[config.mk]
export PLATFORM = sky130hd
export DESIGN_NAME = usfl_top
export DESIGN_NICKNAME = d
export VERILOG_FILES = /design/src/usfl_pkg.sv /design/src/usfl_flag_if.sv /design/src/usfl_flag.sv /design/src/usfl_idle_det.sv /design/src/usfl_top.sv
export VERILOG_INCLUDE_DIRS = /design/src /design/src/src
export SDC_FILE = /design/constraint.sdc
export NUM_CORES = 1
export LEC_CHECK = 0
export ABC_CLOCK_PERIOD_IN_PS = 1500
export BUFFER_PORTS_ARGS = -buffer_cell sky130_fd_sc_hd__buf_2
export CORE_MARGIN = 2
export CORE_UTILIZATION = 45
export DETAILED_ROUTE_END_ITERATION = 8
export GPL_ROUTABILITY_DRIVEN = 1
export HOLD_SLACK_MARGIN = 0.06
export MAX_ROUTING_LAYER = met4
export PLACE_DENSITY = 0.75
export SETUP_SLACK_MARGIN = 0.2
export SYNTH_ARGS = -nofsm -noshare
export SYNTH_HDL_FRONTEND = slang
export SYNTH_SLANG_ARGS = --single-unit
[constraint.sdc]
create_clock -name i_clk_sys -period 1.5 [get_ports i_clk_sys]
set_input_delay 0.15 -clock i_clk_sys [delete_from_list [all_inputs] [get_ports i_clk_sys]]
set_output_delay 0.15 -clock i_clk_sys [all_outputs]
set_load 0.005 [all_outputs]
[src/usfl_params.svh]
// Register map, field positions, reset values and counts of the status-flag block
`ifndef USFL_PARAMS_SVH
`define USFL_PARAMS_SVH

// ****************************************
// Register byte addresses
// ****************************************
`define USFL_ADDR_STATUS 12'h004
`define USFL_ADDR_CTRL 12'h00C
`define USFL_ADDR_DATA_LOW 12'h010
`define USFL_ADDR_DATA_HIGH 12'h014

// ****************************************
// Status field positions
// ****************************************
`define USFL_BIT_TX_EMPTY 7
`define USFL_BIT_TX_CMPL 6
`define USFL_BIT_RX_FULL 5
`define USFL_BIT_LINE_QUIET 4

// ****************************************
// Control field positions
// ****************************************
`define USFL_BIT_TXE_IE 7
`define USFL_BIT_CMPL_IE 6
`define USFL_BIT_RXF_IE 5
`define USFL_BIT_IDLE_IE 4
`define USFL_BIT_NINE 3
`define USFL_BIT_SLEEP 2
`define USFL_BIT_BREAK 1
`define USFL_BIT_PREAMBLE 0

// ****************************************
// Reset values and counts
// ****************************************
`define USFL_STATUS_RESET 8'hC0
`define USFL_CTRL_RESET 8'h00
`define USFL_IDLE_BITS_EIGHT 4'h0A
`define USFL_IDLE_BITS_NINE 4'h0B
`define USFL_BIT_TIME_CYCLES 16'h0010

`endif

[src/usfl_pkg.sv]
// Types shared by the status-flag block
package usfl_pkg;
    typedef enum logic [1:0] {
        USFL_SEQ_IDLE,
        USFL_SEQ_ARMED
    } usfl_seq_type;

    typedef logic [7:0] usfl_byte_type;
endpackage : usfl_pkg

[src/usfl_flag_if.sv]
// Interface carrying one flag's set, clear and sequence events
`timescale 1ns/1ps
`default_nettype none
interface usfl_flag_if;
    logic set_ev;
    logic hard_clr;
    logic stat_rd;
    logic data_acc;
    logic flag;
    modport owner (
        input set_ev,
        input hard_clr,
        input stat_rd,
        input data_acc,
        output flag
    );
    modport user (
        output set_ev,
        output hard_clr,
        output stat_rd,
        output data_acc,
        input flag
    );
endinterface : usfl_flag_if
`default_nettype wire

[src/usfl_flag.sv]
// One status flag with read-status-then-data-access clear sequence
`timescale 1ns/1ps
`default_nettype none
module usfl_flag #(
    parameter logic RESET_VAL = 1'b0,
    parameter logic SET_WINS = 1'b1
) (
    // Clock and reset
    input wire logic i_clk_sys,
    input wire logic i_rstn,
    // Flag events
    usfl_flag_if.owner f
);
    import usfl_pkg::*;

    logic flag_r;
    logic flag_nxt;
    usfl_seq_type seq_r;
    usfl_seq_type seq_nxt;
    wire logic seq_clr;
    wire logic any_clr;

    // ****************************************
    // Clear sequence
    // ****************************************
    // Arm only on a status read that saw the flag set
    assign seq_clr = (seq_r == USFL_SEQ_ARMED) && f.data_acc;
    assign any_clr = seq_clr || f.hard_clr;

    always_comb begin
        case (seq_r)
            USFL_SEQ_IDLE: begin
                seq_nxt = (f.stat_rd && flag_r) ? USFL_SEQ_ARMED : USFL_SEQ_IDLE;
            end
            USFL_SEQ_ARMED: begin
                seq_nxt = f.data_acc ? USFL_SEQ_IDLE : USFL_SEQ_ARMED;
            end
            default: begin
                seq_nxt = USFL_SEQ_IDLE;
            end
        endcase
        if (!flag_r && !f.set_ev) begin
            seq_nxt = USFL_SEQ_IDLE;
        end
    end

    // Set-versus-clear priority chosen per flag
    assign flag_nxt = SET_WINS ? (f.set_ev || (flag_r && !any_clr))
                               : (!any_clr && (f.set_ev || flag_r));
    assign f.flag = flag_r;

    always_ff @(posedge i_clk_sys or negedge i_rstn) begin
        if (!i_rstn) begin
            flag_r <= RESET_VAL;
            seq_r <= USFL_SEQ_IDLE;
        end else begin
            flag_r <= flag_nxt;
            seq_r <= seq_nxt;
        end
    end
endmodule : usfl_flag
`default_nettype wire

[src/usfl_idle_det.sv]
// Counts bit times of marking on the receive line
`timescale 1ns/1ps
`default_nettype none
`include "usfl_params.svh"
module usfl_idle_det #(
    parameter logic [15:0] BIT_CYCLES = `USFL_BIT_TIME_CYCLES
) (
    // Clock and reset
    input wire logic i_clk_sys,
    input wire logic i_rstn,
    // Line and mode
    input wire logic i_rx_sync,
    input wire logic i_nine_bit,
    // Detection pulse
    output logic o_idle_seen
);
    logic [15:0] tick_r;
    logic [3:0] ones_r;
    logic hit_r;
    wire logic bit_tick;
    wire logic [3:0] target;

    assign bit_tick = (tick_r == BIT_CYCLES - 16'h0001);
    assign target = i_nine_bit ? `USFL_IDLE_BITS_NINE : `USFL_IDLE_BITS_EIGHT;
    assign o_idle_seen = hit_r;

    always_ff @(posedge i_clk_sys or negedge i_rstn) begin
        if (!i_rstn) begin
            tick_r <= 16'h0000;
            ones_r <= 4'h0;
            hit_r <= 1'b0;
        end else begin
            tick_r <= (!i_rx_sync || bit_tick) ? 16'h0000 : tick_r + 16'h0001;
            hit_r <= 1'b0;
            if (!i_rx_sync) begin
                ones_r <= 4'h0;
            end else if (bit_tick && ones_r != target) begin
                ones_r <= ones_r + 4'h1;
                hit_r <= (ones_r + 4'h1 == target);
            end
        end
    end
endmodule : usfl_idle_det
`default_nettype wire

[src/usfl_top.sv]
// Status-flag logic of a serial transceiver behind an APB slave
//
// Decided for this implementation: the APB register port and the address map.
`timescale 1ns/1ps
`default_nettype none
`include "usfl_params.svh"
module usfl_top #(
    parameter logic [15:0] BIT_CYCLES = `USFL_BIT_TIME_CYCLES
) (
    // Clock and reset
    input wire logic i_clk_sys,
    input wire logic i_rstn,
    // APB slave
    input wire logic i_psel,
    input wire logic i_penable,
    input wire logic i_pwrite,
    input wire logic [11:0] i_paddr,
    input wire logic [31:0] i_pwdata,
    output logic [31:0] o_prdata,
    output logic o_pready,
    output logic o_pslverr,
    // Transmitter datapath
    input wire logic i_tx_load,
    input wire logic i_tx_busy,
    output logic [8:0] o_tx_data,
    output logic o_tx_queued,
    output logic o_tx_break,
    output logic o_tx_preamble,
    // Receiver datapath
    input wire logic i_rx_xfer,
    input wire logic [8:0] i_rx_data,
    input wire logic i_rx_line,
    input wire logic i_wakeup,
    output logic o_nine_bit,
    // Interrupt requests
    output logic o_irq_tx_empty,
    output logic o_irq_tx_done,
    output logic o_irq_rx_full,
    output logic o_irq_line_quiet
);
    import usfl_pkg::*;

    // ****************************************
    // Declarations
    // ****************************************
    usfl_flag_if empty_if();
    usfl_flag_if cmpl_if();
    usfl_flag_if full_if();
    usfl_flag_if idle_if();

    usfl_byte_type ctrl_r;
    usfl_byte_type ctrl_nxt;
    logic [8:0] tx_hold_r;
    logic [8:0] rx_hold_r;
    logic tx_queued_r;
    logic idle_armed_r;
    logic idle_armed_nxt;
    logic rx_meta_r;
    logic rx_sync_r;
    logic [31:0] prdata_r;
    logic [31:0] prdata_nxt;
    logic pslverr_r;
    logic irq_te_r;
    logic irq_cp_r;
    logic irq_rf_r;
    logic irq_il_r;
    logic ready_r;
    wire logic idle_seen;
    wire logic acc;
    wire logic wr;
    wire logic rd;
    wire logic hit_stat;
    wire logic hit_ctrl;
    wire logic hit_dlo;
    wire logic hit_dhi;
    wire logic mapped;
    wire usfl_byte_type status;
    wire logic sleep;
    wire logic idle_set;
    wire logic acc_end;
    wire logic tx_special;

    function automatic logic addr_is(input logic [11:0] a, input logic [11:0] ref_a);
        addr_is = (a == ref_a);
    endfunction : addr_is

    // ****************************************
    // APB decode
    // ****************************************
    // One wait state: read data is registered in the first access cycle
    assign acc = i_psel && i_penable;
    assign acc_end = acc && ready_r;
    assign wr = acc_end && i_pwrite;
    assign rd = acc && !ready_r && !i_pwrite;
    assign hit_stat = addr_is(i_paddr, `USFL_ADDR_STATUS);
    assign hit_ctrl = addr_is(i_paddr, `USFL_ADDR_CTRL);
    assign hit_dlo = addr_is(i_paddr, `USFL_ADDR_DATA_LOW);
    assign hit_dhi = addr_is(i_paddr, `USFL_ADDR_DATA_HIGH);
    assign mapped = hit_stat || hit_ctrl || hit_dlo || hit_dhi;

    // ****************************************
    // Receive line synchroniser
    // ****************************************
    always_ff @(posedge i_clk_sys or negedge i_rstn) begin
        if (!i_rstn) begin
            rx_meta_r <= 1'b1;
            rx_sync_r <= 1'b1;
        end else begin
            rx_meta_r <= i_rx_line;
            rx_sync_r <= rx_meta_r;
        end
    end

    usfl_idle_det #(
        .BIT_CYCLES(BIT_CYCLES)
    ) u_idle_det (
        .i_clk_sys(i_clk_sys),
        .i_rstn(i_rstn),
        .i_rx_sync(rx_sync_r),
        .i_nine_bit(ctrl_r[`USFL_BIT_NINE]),
        .o_idle_seen(idle_seen)
    );

    // ****************************************
    // Flag events
    // ****************************************
    // Status write ignored: no path from a status write to any flag
    assign empty_if.set_ev = i_tx_load;
    assign empty_if.hard_clr = 1'b0;
    assign empty_if.stat_rd = rd && hit_stat;
    assign empty_if.data_acc = wr && hit_dlo;

    // Break or preamble bit held: complete stays low as long as it stands
    assign tx_special = ctrl_r[`USFL_BIT_BREAK] || ctrl_r[`USFL_BIT_PREAMBLE];
    // Complete only once empty and nothing is being sent or queued
    assign cmpl_if.set_ev = empty_if.flag && !i_tx_busy && !tx_queued_r
        && !tx_special;
    assign cmpl_if.hard_clr = i_tx_busy || tx_queued_r || tx_special || (wr && hit_ctrl
        && (i_pwdata[`USFL_BIT_BREAK] || i_pwdata[`USFL_BIT_PREAMBLE]));
    assign cmpl_if.stat_rd = rd && hit_stat;
    assign cmpl_if.data_acc = wr && hit_dlo;

    assign full_if.set_ev = i_rx_xfer;
    assign full_if.hard_clr = 1'b0;
    assign full_if.stat_rd = rd && hit_stat;
    assign full_if.data_acc = rd && hit_dlo;

    assign sleep = ctrl_r[`USFL_BIT_SLEEP];
    assign idle_set = idle_seen && idle_armed_r && !sleep;
    assign idle_if.set_ev = idle_set;
    assign idle_if.hard_clr = 1'b0;
    assign idle_if.stat_rd = rd && hit_stat;
    assign idle_if.data_acc = rd && hit_dlo;

    usfl_flag #(.RESET_VAL(1'b1), .SET_WINS(1'b1)) u_empty (
        .i_clk_sys(i_clk_sys),
        .i_rstn(i_rstn),
        .f(empty_if.owner)
    );
    usfl_flag #(.RESET_VAL(1'b1), .SET_WINS(1'b0)) u_cmpl (
        .i_clk_sys(i_clk_sys),
        .i_rstn(i_rstn),
        .f(cmpl_if.owner)
    );
    usfl_flag #(.RESET_VAL(1'b0), .SET_WINS(1'b1)) u_full (
        .i_clk_sys(i_clk_sys),
        .i_rstn(i_rstn),
        .f(full_if.owner)
    );
    usfl_flag #(.RESET_VAL(1'b0), .SET_WINS(1'b1)) u_idle (
        .i_clk_sys(i_clk_sys),
        .i_rstn(i_rstn),
        .f(idle_if.owner)
    );

    // Rearm after a frame; one idle report per quiet period
    assign idle_armed_nxt = i_rx_xfer ? 1'b1 : (idle_set ? 1'b0 : idle_armed_r);

    // ****************************************
    // Control register
    // ****************************************
    always_comb begin
        ctrl_nxt = ctrl_r;
        if (wr && hit_ctrl) begin
            ctrl_nxt = i_pwdata[7:0];
        end
        if (i_wakeup) begin
            ctrl_nxt[`USFL_BIT_SLEEP] = 1'b0;
        end
    end

    // ****************************************
    // Read mux
    // ****************************************
    assign status = {empty_if.flag, cmpl_if.flag, full_if.flag, idle_if.flag, 4'h0};

    always_comb begin
        prdata_nxt = 32'h0000_0000;
        if (rd && hit_stat) begin
            prdata_nxt = {24'h00_0000, status};
        end else if (rd && hit_ctrl) begin
            prdata_nxt = {24'h00_0000, ctrl_r};
        end else if (rd && hit_dlo) begin
            prdata_nxt = {24'h00_0000, rx_hold_r[7:0]};
        end else if (rd && hit_dhi) begin
            prdata_nxt = {31'h0000_0000, rx_hold_r[8]};
        end
    end

    // ****************************************
    // Registers
    // ****************************************
    always_ff @(posedge i_clk_sys or negedge i_rstn) begin
        if (!i_rstn) begin
            ctrl_r <= `USFL_CTRL_RESET;
            tx_hold_r <= 9'h000;
            rx_hold_r <= 9'h000;
            tx_queued_r <= 1'b0;
            idle_armed_r <= 1'b1;
        end else begin
            ctrl_r <= ctrl_nxt;
            idle_armed_r <= idle_armed_nxt;
            if (i_rx_xfer) begin
                rx_hold_r <= i_rx_data;
            end
            if (wr && hit_dlo) begin
                tx_hold_r[7:0] <= i_pwdata[7:0];
            end
            if (wr && hit_dhi) begin
                tx_hold_r[8] <= i_pwdata[0];
            end
            tx_queued_r <= (wr && hit_dlo) ? 1'b1 : (i_tx_load ? 1'b0 : tx_queued_r);
        end
    end

    // Outputs registered; requests lag the flags by one cycle
    always_ff @(posedge i_clk_sys or negedge i_rstn) begin
        if (!i_rstn) begin
            prdata_r <= 32'h0000_0000;
            pslverr_r <= 1'b0;
            ready_r <= 1'b0;
            irq_te_r <= 1'b0;
            irq_cp_r <= 1'b0;
            irq_rf_r <= 1'b0;
            irq_il_r <= 1'b0;
        end else begin
            prdata_r <= prdata_nxt;
            pslverr_r <= acc && !ready_r && !mapped;
            ready_r <= acc && !ready_r;
            irq_te_r <= empty_if.flag && ctrl_r[`USFL_BIT_TXE_IE];
            irq_cp_r <= cmpl_if.flag && ctrl_r[`USFL_BIT_CMPL_IE];
            irq_rf_r <= full_if.flag && ctrl_r[`USFL_BIT_RXF_IE] && !sleep;
            irq_il_r <= idle_if.flag && ctrl_r[`USFL_BIT_IDLE_IE] && !sleep;
        end
    end

    // Registered answer costs one wait state on every transfer
    assign o_prdata = prdata_r;
    assign o_pready = ready_r;
    assign o_pslverr = pslverr_r;
    assign o_tx_data = tx_hold_r;
    assign o_tx_queued = tx_queued_r;
    assign o_tx_break = ctrl_r[`USFL_BIT_BREAK];
    assign o_tx_preamble = ctrl_r[`USFL_BIT_PREAMBLE];
    assign o_nine_bit = ctrl_r[`USFL_BIT_NINE];
    assign o_irq_tx_empty = irq_te_r;
    assign o_irq_tx_done = irq_cp_r;
    assign o_irq_rx_full = irq_rf_r;
    assign o_irq_line_quiet = irq_il_r;
endmodule : usfl_top
`default_nettype wire

### Word level (Yosys, flattened, before mapping)

Cells that the tools add are included.

* register bits: 101
* bits of input ports: 63
* output and inout bits: 51
* word-level logic and storage cells: 154

* multiplexer cells: 30
* reduce and logical (&&, ||, !) cells: 83
* add/sub/neg operators: 2
* equal/unequal tests: 12

Operators with widths (count)
* $logic_and 1x1->1: 42
* $mux 32: 1
* $eq 12x5->1 const B: 2
* $logic_not 1->1: 20
* $add 16x1->16 const B: 1
* $eq 16x4->1 const B: 1
* $mux 16: 1
* $mux 8: 2
* $pmux 2 s2: 4
* $mux 1: 15
* $logic_or 1x1->1: 14
* $eq 12x3->1 const B: 1
* $eq 12x4->1 const B: 1
* $eq 2x1->1 const B: 4
* $logic_not 2->1: 4
* $mux 2: 4
* $mux 4: 2
* $reduce_bool 2->1: 3
* $add 4x1->4 const B: 1
* $eq 4x4->1: 1
* $ne 4x4->1: 1
* $mux 3: 1
* $ne 2x1->1 const B: 1

### Longest topological paths before layout

Gate-level depths: netlist (run 1).

* word-level depth: 9
* gate-level depth with buffers: 6

### Hierarchy

Synthesis (run 1) repeated with hierarchy kept, for this count alone.

* cell total of the unflattened synthesis: 296
* area, all modules: 3468.3 µm²

Modules (own cells, without submodules)
* usfl_top: times used 1, cells an instance 156, area an instance 2019.4 µm²
* usfl_idle_det: times used 1, cells an instance 109, area an instance 1071.0 µm²
* usfl_flag at u_full ...: times used 2, cells an instance 8, area an instance 95.1 µm²
* usfl_flag at u_empty: times used 1, cells an instance 8, area an instance 96.3 µm²
* usfl_flag at u_cmpl: times used 1, cells an instance 7, area an instance 91.3 µm²

### Worst setup path after synthesis (run 1)

Ideal clock, no wire load.

* path type: reg2reg
* start point: register u_idle_det.tick_r[0]
* end point: register u_idle_det.ones_r[3]
* arrival time: 1477 ps
* library setup time: 84 ps
* required time: 1416 ps
* cell stages (with the launch flop): 6
* setup slack: -61 ps
* period minus slack after synthesis: 1561 ps
* path buffers: 0
* cells stage by stage: dfrtp_1 > ha_1 > and3_1 > nand4_1 > or3_1 > a21boi_0

* word-level cells in the longest chain between the ends: 3

RTL lines
* from (decl): line usfl_idle_det.sv:17 `logic [15:0] tick_r;`
* from (signal assigned): line usfl_idle_det.sv:33 `tick_r <= (!i_rx_sync || bit_tick) ? 16'h0000 : tick_r + 16'h0001;`
* $eq 16x4->1: line usfl_idle_det.sv:23 `assign bit_tick = (tick_r == BIT_CYCLES - 16'h0001);`
* $logic_and 1x1->1: line usfl_idle_det.sv:37 `end else if (bit_tick && ones_r != target) begin`
* $ne 2x1->1 (no line)
* to (signal assigned): line usfl_idle_det.sv:38 `ones_r <= ones_r + 4'h1;`
* to (decl): line usfl_idle_det.sv:18 `logic [3:0] ones_r;`

Every way passes these cells.
A chain may end at the register's enable or synchronous reset.

### Worst setup path in the final report (run 1)

* start point: register ready_r, in the netlist o_pready
* end point: register ctrl_r[4]

* word-level cells in the longest chain between the ends: 3

RTL lines
* from (decl): line usfl_top.sv:67 `logic ready_r;`
* from (signal assigned): line usfl_top.sv:249 `ready_r <= acc && !ready_r;`
* $logic_and 1x1->1: line usfl_top.sv:92 `assign acc_end = acc && ready_r;`
* $logic_and 1x1->1: line usfl_top.sv:93 `assign wr = acc_end && i_pwrite;`
* $logic_and 1x1->1: line usfl_top.sv:184 `if (wr && hit_ctrl) begin`
* to (signal assigned): line usfl_top.sv:215 `` ctrl_r <= `USFL_CTRL_RESET; ``
* to (signal assigned): line usfl_top.sv:221 `ctrl_r <= ctrl_nxt;`
* to (decl): line usfl_top.sv:51 `usfl_byte_type ctrl_r;`

Every way passes these cells.

==> flow_summary.json, run 1 <==
{
  "cts_buffers": 9,
  "io_buffer_count": 65,
  "vias": 2851,
  "rsz0062_at_grt": "true",
  "final_common_cell": "dfrtp_1",
  "slew_headroom_pct": 63.1,
  "violations": "negative setup slack",
  "grt_pass1_wl_mm": 13.9,
  "grt_max_degree": 46,
  "synth_area_sq_um": 3420,
  "tns_ns": -2.91,
  "holdWs_ns": 0.0723,
  "total_power_mw": 3.92,
  "clk_pin_slew_ns": 0.08,
  "crit_arrival_ns": 1.86,
  "min_from": "i_pwdata[4]",
  "tritoncts": "built",
  "synth.avg_cell_area_sq_um": 11.2,
  "clock_latency_ns": 0.35,
  "start_util_pct": 46.9,
  "gp_congestion": 0.875,
  "startpoint_type": "flop",
  "ant_nets": 0,
  "core_area_sq_um": 7290,
  "min_delay_worst_endpoint": "o_tx_data[4]$_DFFE_PN0N_",
  "timing.rr.start": "o_pready$_DFF_PN0_",
  "yosysWarningCount": 0,
  "ys_async_sr_fraction_pct": 100,
  "nets": 504,
  "track_usage_pct": 21.5,
  "critPathCaptureType": "flop",
  "reg2regPathDepth": 5,
  "fp-row-count": 31,
  "p_leak_nw": 2.27,
  "ys_ff_latch": 73,
  "setup_viol": 42,
  "instances_no_fill": 543,
  "diodes": 0,
  "grt_overflow": 0,
  "synth.area.mux_share_pct": 8.48,
  "routed_via_density": 5.25,
  "status": "finished, violations left",
  "initialDrtViolationCount": 181,
  "place_area_sq_um": 4110,
  "die_h_um": 91.2,
  "synth-xor-area-share_pct": 4.35,
  "antenna_found_initial": 0,
  "yosys.area.top_type": "dfrtp_1",
  "layout_min_cycle_time_ns": 1.63,
  "pin_count": 114,
  "clockBufferDepth": 2,
  "area_delta_synth_final_pct": 42.5,
  "synth_top_cell_area_share_pct": 49.7,
  "dieArea_sq_um": 8320,
  "synth-seq-area-share_pct": 53.5,
  "final_cell_area_sq_um": 4880,
  "hold_violations": 0,
  "synth_top_family_by_area": "simple AND/OR/NAND/NOR gates",
  "synthAdderAreaFrac_pct": 0.731,
  "grt_pass1_vias": 2945,
  "crit_type": "flop to flop",
  "synthTopCellsByArea": "dfrtp_1 50%, mux2_2 7.9%, buf_4 5.5%, dfstp_2 3.8%, xnor2_1 3.1%",
  "fmax_ghz": 0.612,
  "ys_types": 51,
  "finalWirelength_mm": 8.60,
  "syn_inst": 306,
  "clock_skew_ns": 0.0101,
  "reg2reg_slack_ns": -0.13,
  "slew_viol_final": 0,
  "path_max_fanout": 7,
  "timing.final.ws_setup_ns": -0.133,
  "cp_data_required_time_ns": 1.73,
  "holdPathStages": 2,
  "drtPass1Iterations": 4,
  "hp-class": "input port to flop",
  "ir_drop_mv": 0.661,
  "post-route-period-util_pct": 109,
  "avgRoutedWirePerCell_um": 15.8,
  "drv_cap": 0,
  "ys.flop_type": "dfrtp_1",
  "tightest_slew_ns": 0.548,
  "hpwl_mm": 5.58,
  "synth-simple-area-share_pct": 17.6,
  "synth-compound-area-share_pct": 7.57,
  "drc": 0,
  "power_density_nw_per_um2": 803,
  "dp.cells": 501,
  "synth_edf_count": 0,
  "die_width_um": 91.2,
  "post-place-ws_ns": -0.164,
  "final_core_util_pct": 66.9,
  "clockRootBuffer": "clkbuf_8",
  "drive_gt1_share_pct": 47.7,
  "htreeDepth": 3,
  "final_cell_mix": "68 x dfrtp_1, 65 x buf_2, 36 x buf_4",
  "clock-sinks": 73,
  "rr_endpoint": "ctrl_r[4]$_DFFE_PN0P_"
}
==> synthesized netlist by cell type (8+ instances only) <==
master,number
buf_4,25
dfrtp_1,68
nand3_1,13
inv_1,12
mux2_2,24
nor2_1,25
nand2_1,15
nor3_1,13
xnor2_1,12
o21ai_0,8
nor4_1,10
==> logic make-up after synthesis <==
group	after synthesis
adders and majority gates	2
DFF	73
buffers and inverters	44
AOI/OAI and AO/OA	34
and+or+nand+nor	109
xor gates and xnor gates	17
other	1
muxes	26
==> flip-flops by register name (all words and copies together) (netlist names), 4 cells and up <==
signal and flops:
o_prdata 8, u_idle_det.tick_r 16, rx_hold_r 9, ctrl_r 8
o_tx_data 9, u_idle_det.ones_r 4
==> repair_timing <==
action                                  4_1_cts  5_1_grt
gates cloned                                  1        0
hold endpoints to repair                     36        0
hold buffers                                 18        0
endpoints found under the setup margin       54       54
setup buffers                                 4        3
pin swaps                                    31       13
resized for setup                            53       31
==> area by class of cell <==
type / count / area, sq um
fill: 512 / 2410
sequential: 73 / 1830
multi-input combinational: 213 / 1760
timing repair buffer: 130 / 925
clock buffer: 9 / 124
tap: 99 / 124
clock inverter: 7 / 71.3
inverter: 12 / 45.0
==> critical path: stages, from the launching register on <==
cell and delay [ns]:
dfrtp_1 0.37, and4_4 0.23, nand4_1 0.17, nor3b_4 0.27, buf_12 0.17, mux2_4 0.30
==> routing by layer <==
layer  part of all wire [%]  up-vias  GRT usage [%]
met5                      0        -              -
met4                    1.8        0           7.95
met1                     43     1414           28.4
met2                     49      112           32.5
met3                    6.5       16           4.98
li1                       -     1309              -
==> how the worst max path moves through the flow <==
| stage | cells past startpoint | startpoint | to | slack (ns) |
|---|---|---|---|---|
| finish | 5 | o_pready$_DFF_PN0_ | ctrl_r[4]$_DFFE_PN0P_ | -0.13 |
| global route | 5 | o_pready$_DFF_PN0_ | ctrl_r[4]$_DFFE_PN0P_ | -0.22 |
| CTS | 5 | o_pready$_DFF_PN0_ | ctrl_r[6]$_DFFE_PN0P_ | -0.11 |
| detailed placement | 4 | u_idle_det.tick_r[13]$_DFF_PN0_ | u_idle_det.ones_r[3]$_DFFE_PN0P_ | -0.16 |
| global placement | 4 | u_idle_det.tick_r[13]$_DFF_PN0_ | u_idle_det.ones_r[3]$_DFFE_PN0P_ | -0.16 |
| floorplan | 4 | o_pready$_DFF_PN0_ | ctrl_r[0]$_DFFE_PN0P_ | -0.06 |
==> power by group <==
group | switching [mW] | internal, mW
logic | 0.184 | 0.166
clock network | 0.769 | 0.764
registers | 0.0278 | 2.01
(Power assumes the default switching activity.)
==> run 2: changes to the inputs <==
- CORE_UTILIZATION: 45 -> 46
- PLACE_DENSITY: 0.75 -> 0.77
- SYNTH_HIERARCHICAL: default -> 1
==> run 2 against run 1 <==
Effect of this change:
- non-clock buffer count is 17 higher
- combinational power is 12% higher
- wire length is 16% higher
- sequential share of layout area is 2.7 points lower
- global-route usage is 1.2 points higher
- the run still ends with negative setup slack left
- design area is 7.6% higher
- critical endpoint is now u_idle_det/ones_r[3]$_DFFE_PN0P_
- hold slack worse by 0.0033 ns
- clock power is 13% higher
==> flow_summary.json, run 2 <==
{
  "io_buffer_count": 65,
  "rsz0062_at_grt": "true",
  "timing.rr.start": "u_idle_det/tick_r[8]$_DFF_PN0_",
  "clock-sinks": 73,
  "yosys.area.top_type": "dfrtp_1",
  "yosysWarningCount": 6,
  "largest_reg_flops": 16,
  "total_power_mw": 4.21,
  "p_leak_nw": 2.51,
  "drv_cap": 0,
  "dp.cells": 498,
  "drc": 0,
  "hpwl_mm": 5.31,
  "track_usage_pct": 22.7,
  "synth.avg_cell_area_sq_um": 11.7,
  "hp-class": "input port to flop",
  "fillCellCount": 491,
  "status": "finished, violations left",
  "die_width_um": 90.8,
  "path_max_fanout": 8,
  "final_cell_mix": "68 x dfrtp_1, 65 x buf_2, 41 x buf_4",
  "clockRootBuffer": "clkbuf_8",
  "violations": "negative setup slack",
  "final_core_util_pct": 72.0,
  "gp_congestion": 0.866,
  "setup_viol": 36,
  "htreeDepth": 3,
  "fmax_ghz": 0.575,
  "ant_nets": 0,
  "synthTopCellsByArea": "dfrtp_1 49%, mux2_2 5.8%, buf_4 5.2%, mux2_4 5.2%, dfstp_2 3.8%",
  "syn_inst": 296,
  "core_area_sq_um": 7290,
  "instances_no_fill": 557,
  "antenna_found_initial": 0,
  "holdWs_ns": 0.0689,
  "hold_violations": 0,
  "netlist_top_cells_count": "68 x dfrtp_1, 26 x nor2_1, 24 x buf_4",
  "cp_data_required_time_ns": 1.79,
  "startpoint_type": "flop",
  "timing.final.ws_setup_ns": -0.240,
  "drtPass1Iterations": 4,
  "tritoncts": "built",
  "grt_pass1_vias": 2923,
  "slew_viol_final": 0,
  "crit_start": "u_idle_det/tick_r[8]$_DFF_PN0_",
  "dieArea_sq_um": 8250,
  "grt_pass1_wl_mm": 14.2,
  "synth_top_cell_area_share_pct": 49.1,
  "final_common_cell": "dfrtp_1",
  "pin_count": 114,
  "synth_area_sq_um": 3470,
  "avgRoutedWirePerCell_um": 17.9,
  "synth_edf_count": 0,
  "ys.flop_type": "dfrtp_1",
  "crit_type": "flop to flop",
  "routed_via_density": 5.22,
  "start_util_pct": 47.6,
  "finalWirelength_mm": 9.96,
  "synth-seq-area-share_pct": 52.8,
  "grt_max_degree": 74,
  "clockBufferDepth": 2,
  "multi_input_area_sq_um": 1900,
  "area_delta_synth_final_pct": 51.4,
  "ys_async_sr_fraction_pct": 100,
  "ir_drop_mv": 0.811,
  "ys_types": 48,
  "cts_buffers": 9,
  "drive_gt1_share_pct": 52.8,
  "die_h_um": 90.8,
  "critPathCaptureType": "flop",
  "vias": 2909,
  "seqCellArea_sq_um": 1830,
  "initialDrtViolationCount": 163,
  "synth.most_common_cell": "dfrtp_1",
  "diodes": 0,
  "grt_overflow": 0,
  "clk_pin_slew_ns": 0.09,
  "clock_skew_ns": 0.0113,
  "clock_latency_ns": 0.36,
  "post-route-period-util_pct": 116,
  "nets": 518,
  "min_from": "i_pwdata[0]",
  "crit_arrival_ns": 2.03,
  "layout_min_cycle_time_ns": 1.74,
  "power_density_nw_per_um2": 801,
  "largest-register": "u_idle_det/tick_r",
  "ys_ff_latch": 73,
  "fp-row-count": 31
}
-- run 2: cells by family (layout without fill, tap and decap cells) --
kind of cell / count (synthesis) / in the layout / synth area share (%)
other cells: 1 / 27 / 0.108
buf+inv: 43 / 178 / 7.50
mux: 33 / 33 / 11.9
simple gates: 98 / 99 / 15.9
flops: 73 / 73 / 52.8
compound gates: 29 / 29 / 6.67
xor+xnor: 17 / 17 / 4.29
fa+ha+maj: 2 / 2 / 0.721
-- run 2: layout make-up --
class / instances / area share [%]
clock buffer: 9 / 2.36
timing repair buffer: 147 / 21.3
inverter: 15 / 1.12
sequential: 73 / 34.9
tap: 99 / 2.36
multi-input combinational: 207 / 36.1
clock inverter: 7 / 1.81
-- run 2: per-layer routing --
metal	part of all wire, %	up-vias	track usage, %	wire length, um
met5	0	-	-	0
met4	3.3	0	13.3	329
met3	3.9	26	4.51	390
met2	53	96	35.3	5250
met1	40	1471	27.5	3990
li1	-	1316	-	-
-- run 2: path summary, 6_finish.rpt --
check	endpoint	slack, ns	depth (start not counted)
worst min-delay path	ctrl_r[0]$_DFFE_PN0P_	0.07	2
worst max-delay path	u_idle_det/ones_r[3]$_DFFE_PN0P_	-0.24	5
max in group asynchronous	rx_meta_r$_DFF_PN1_	0.81	3
worst max register to register	u_idle_det/ones_r[3]$_DFFE_PN0P_	-0.24	5
min in group asynchronous	u_idle_det/tick_r[7]$_DFF_PN0_	0.32	3
worst min register to register	rx_sync_r$_DFF_PN1_	0.36	0
-- run 2: what timing repair did --
item                       in CTS  in global routing
gates cloned                    1                  1
setup endpoints to repair      52                 54
hold buffers                   18                  2
pin swaps                      11                 20
resized for setup              39                 44
setup buffers                  10                 11
hold endpoints to repair       89                  4
-- run 2: per-stage QoR --
stage	TNS (ns)	instance area, sq um	setup WS (ns)
finish	-2.91	5250	-0.240
global placement	-5.40	4220	-0.243
global route	-5.01	5250	-0.295
CTS	-1.09	4920	-0.114
detailed placement	-6.08	4220	-0.280
floorplan	-2.46	3660	-0.214
-- run 2: worst max-delay path: stages, from the launching register on --
cell	delay, ns
dfrtp_1	0.41
nor4_1	0.32
nand4_1	0.24
buf_6	0.22
or3_1	0.33
a21boi_2	0.13
-- run 2: where the power goes --
group,switching [mW],total [mW],internal [mW]
Clock,0.797,1.73,0.936
Sequential,0.0592,2.09,2.03
Combinational,0.182,0.391,0.209
Total,1.04,4.21,3.17
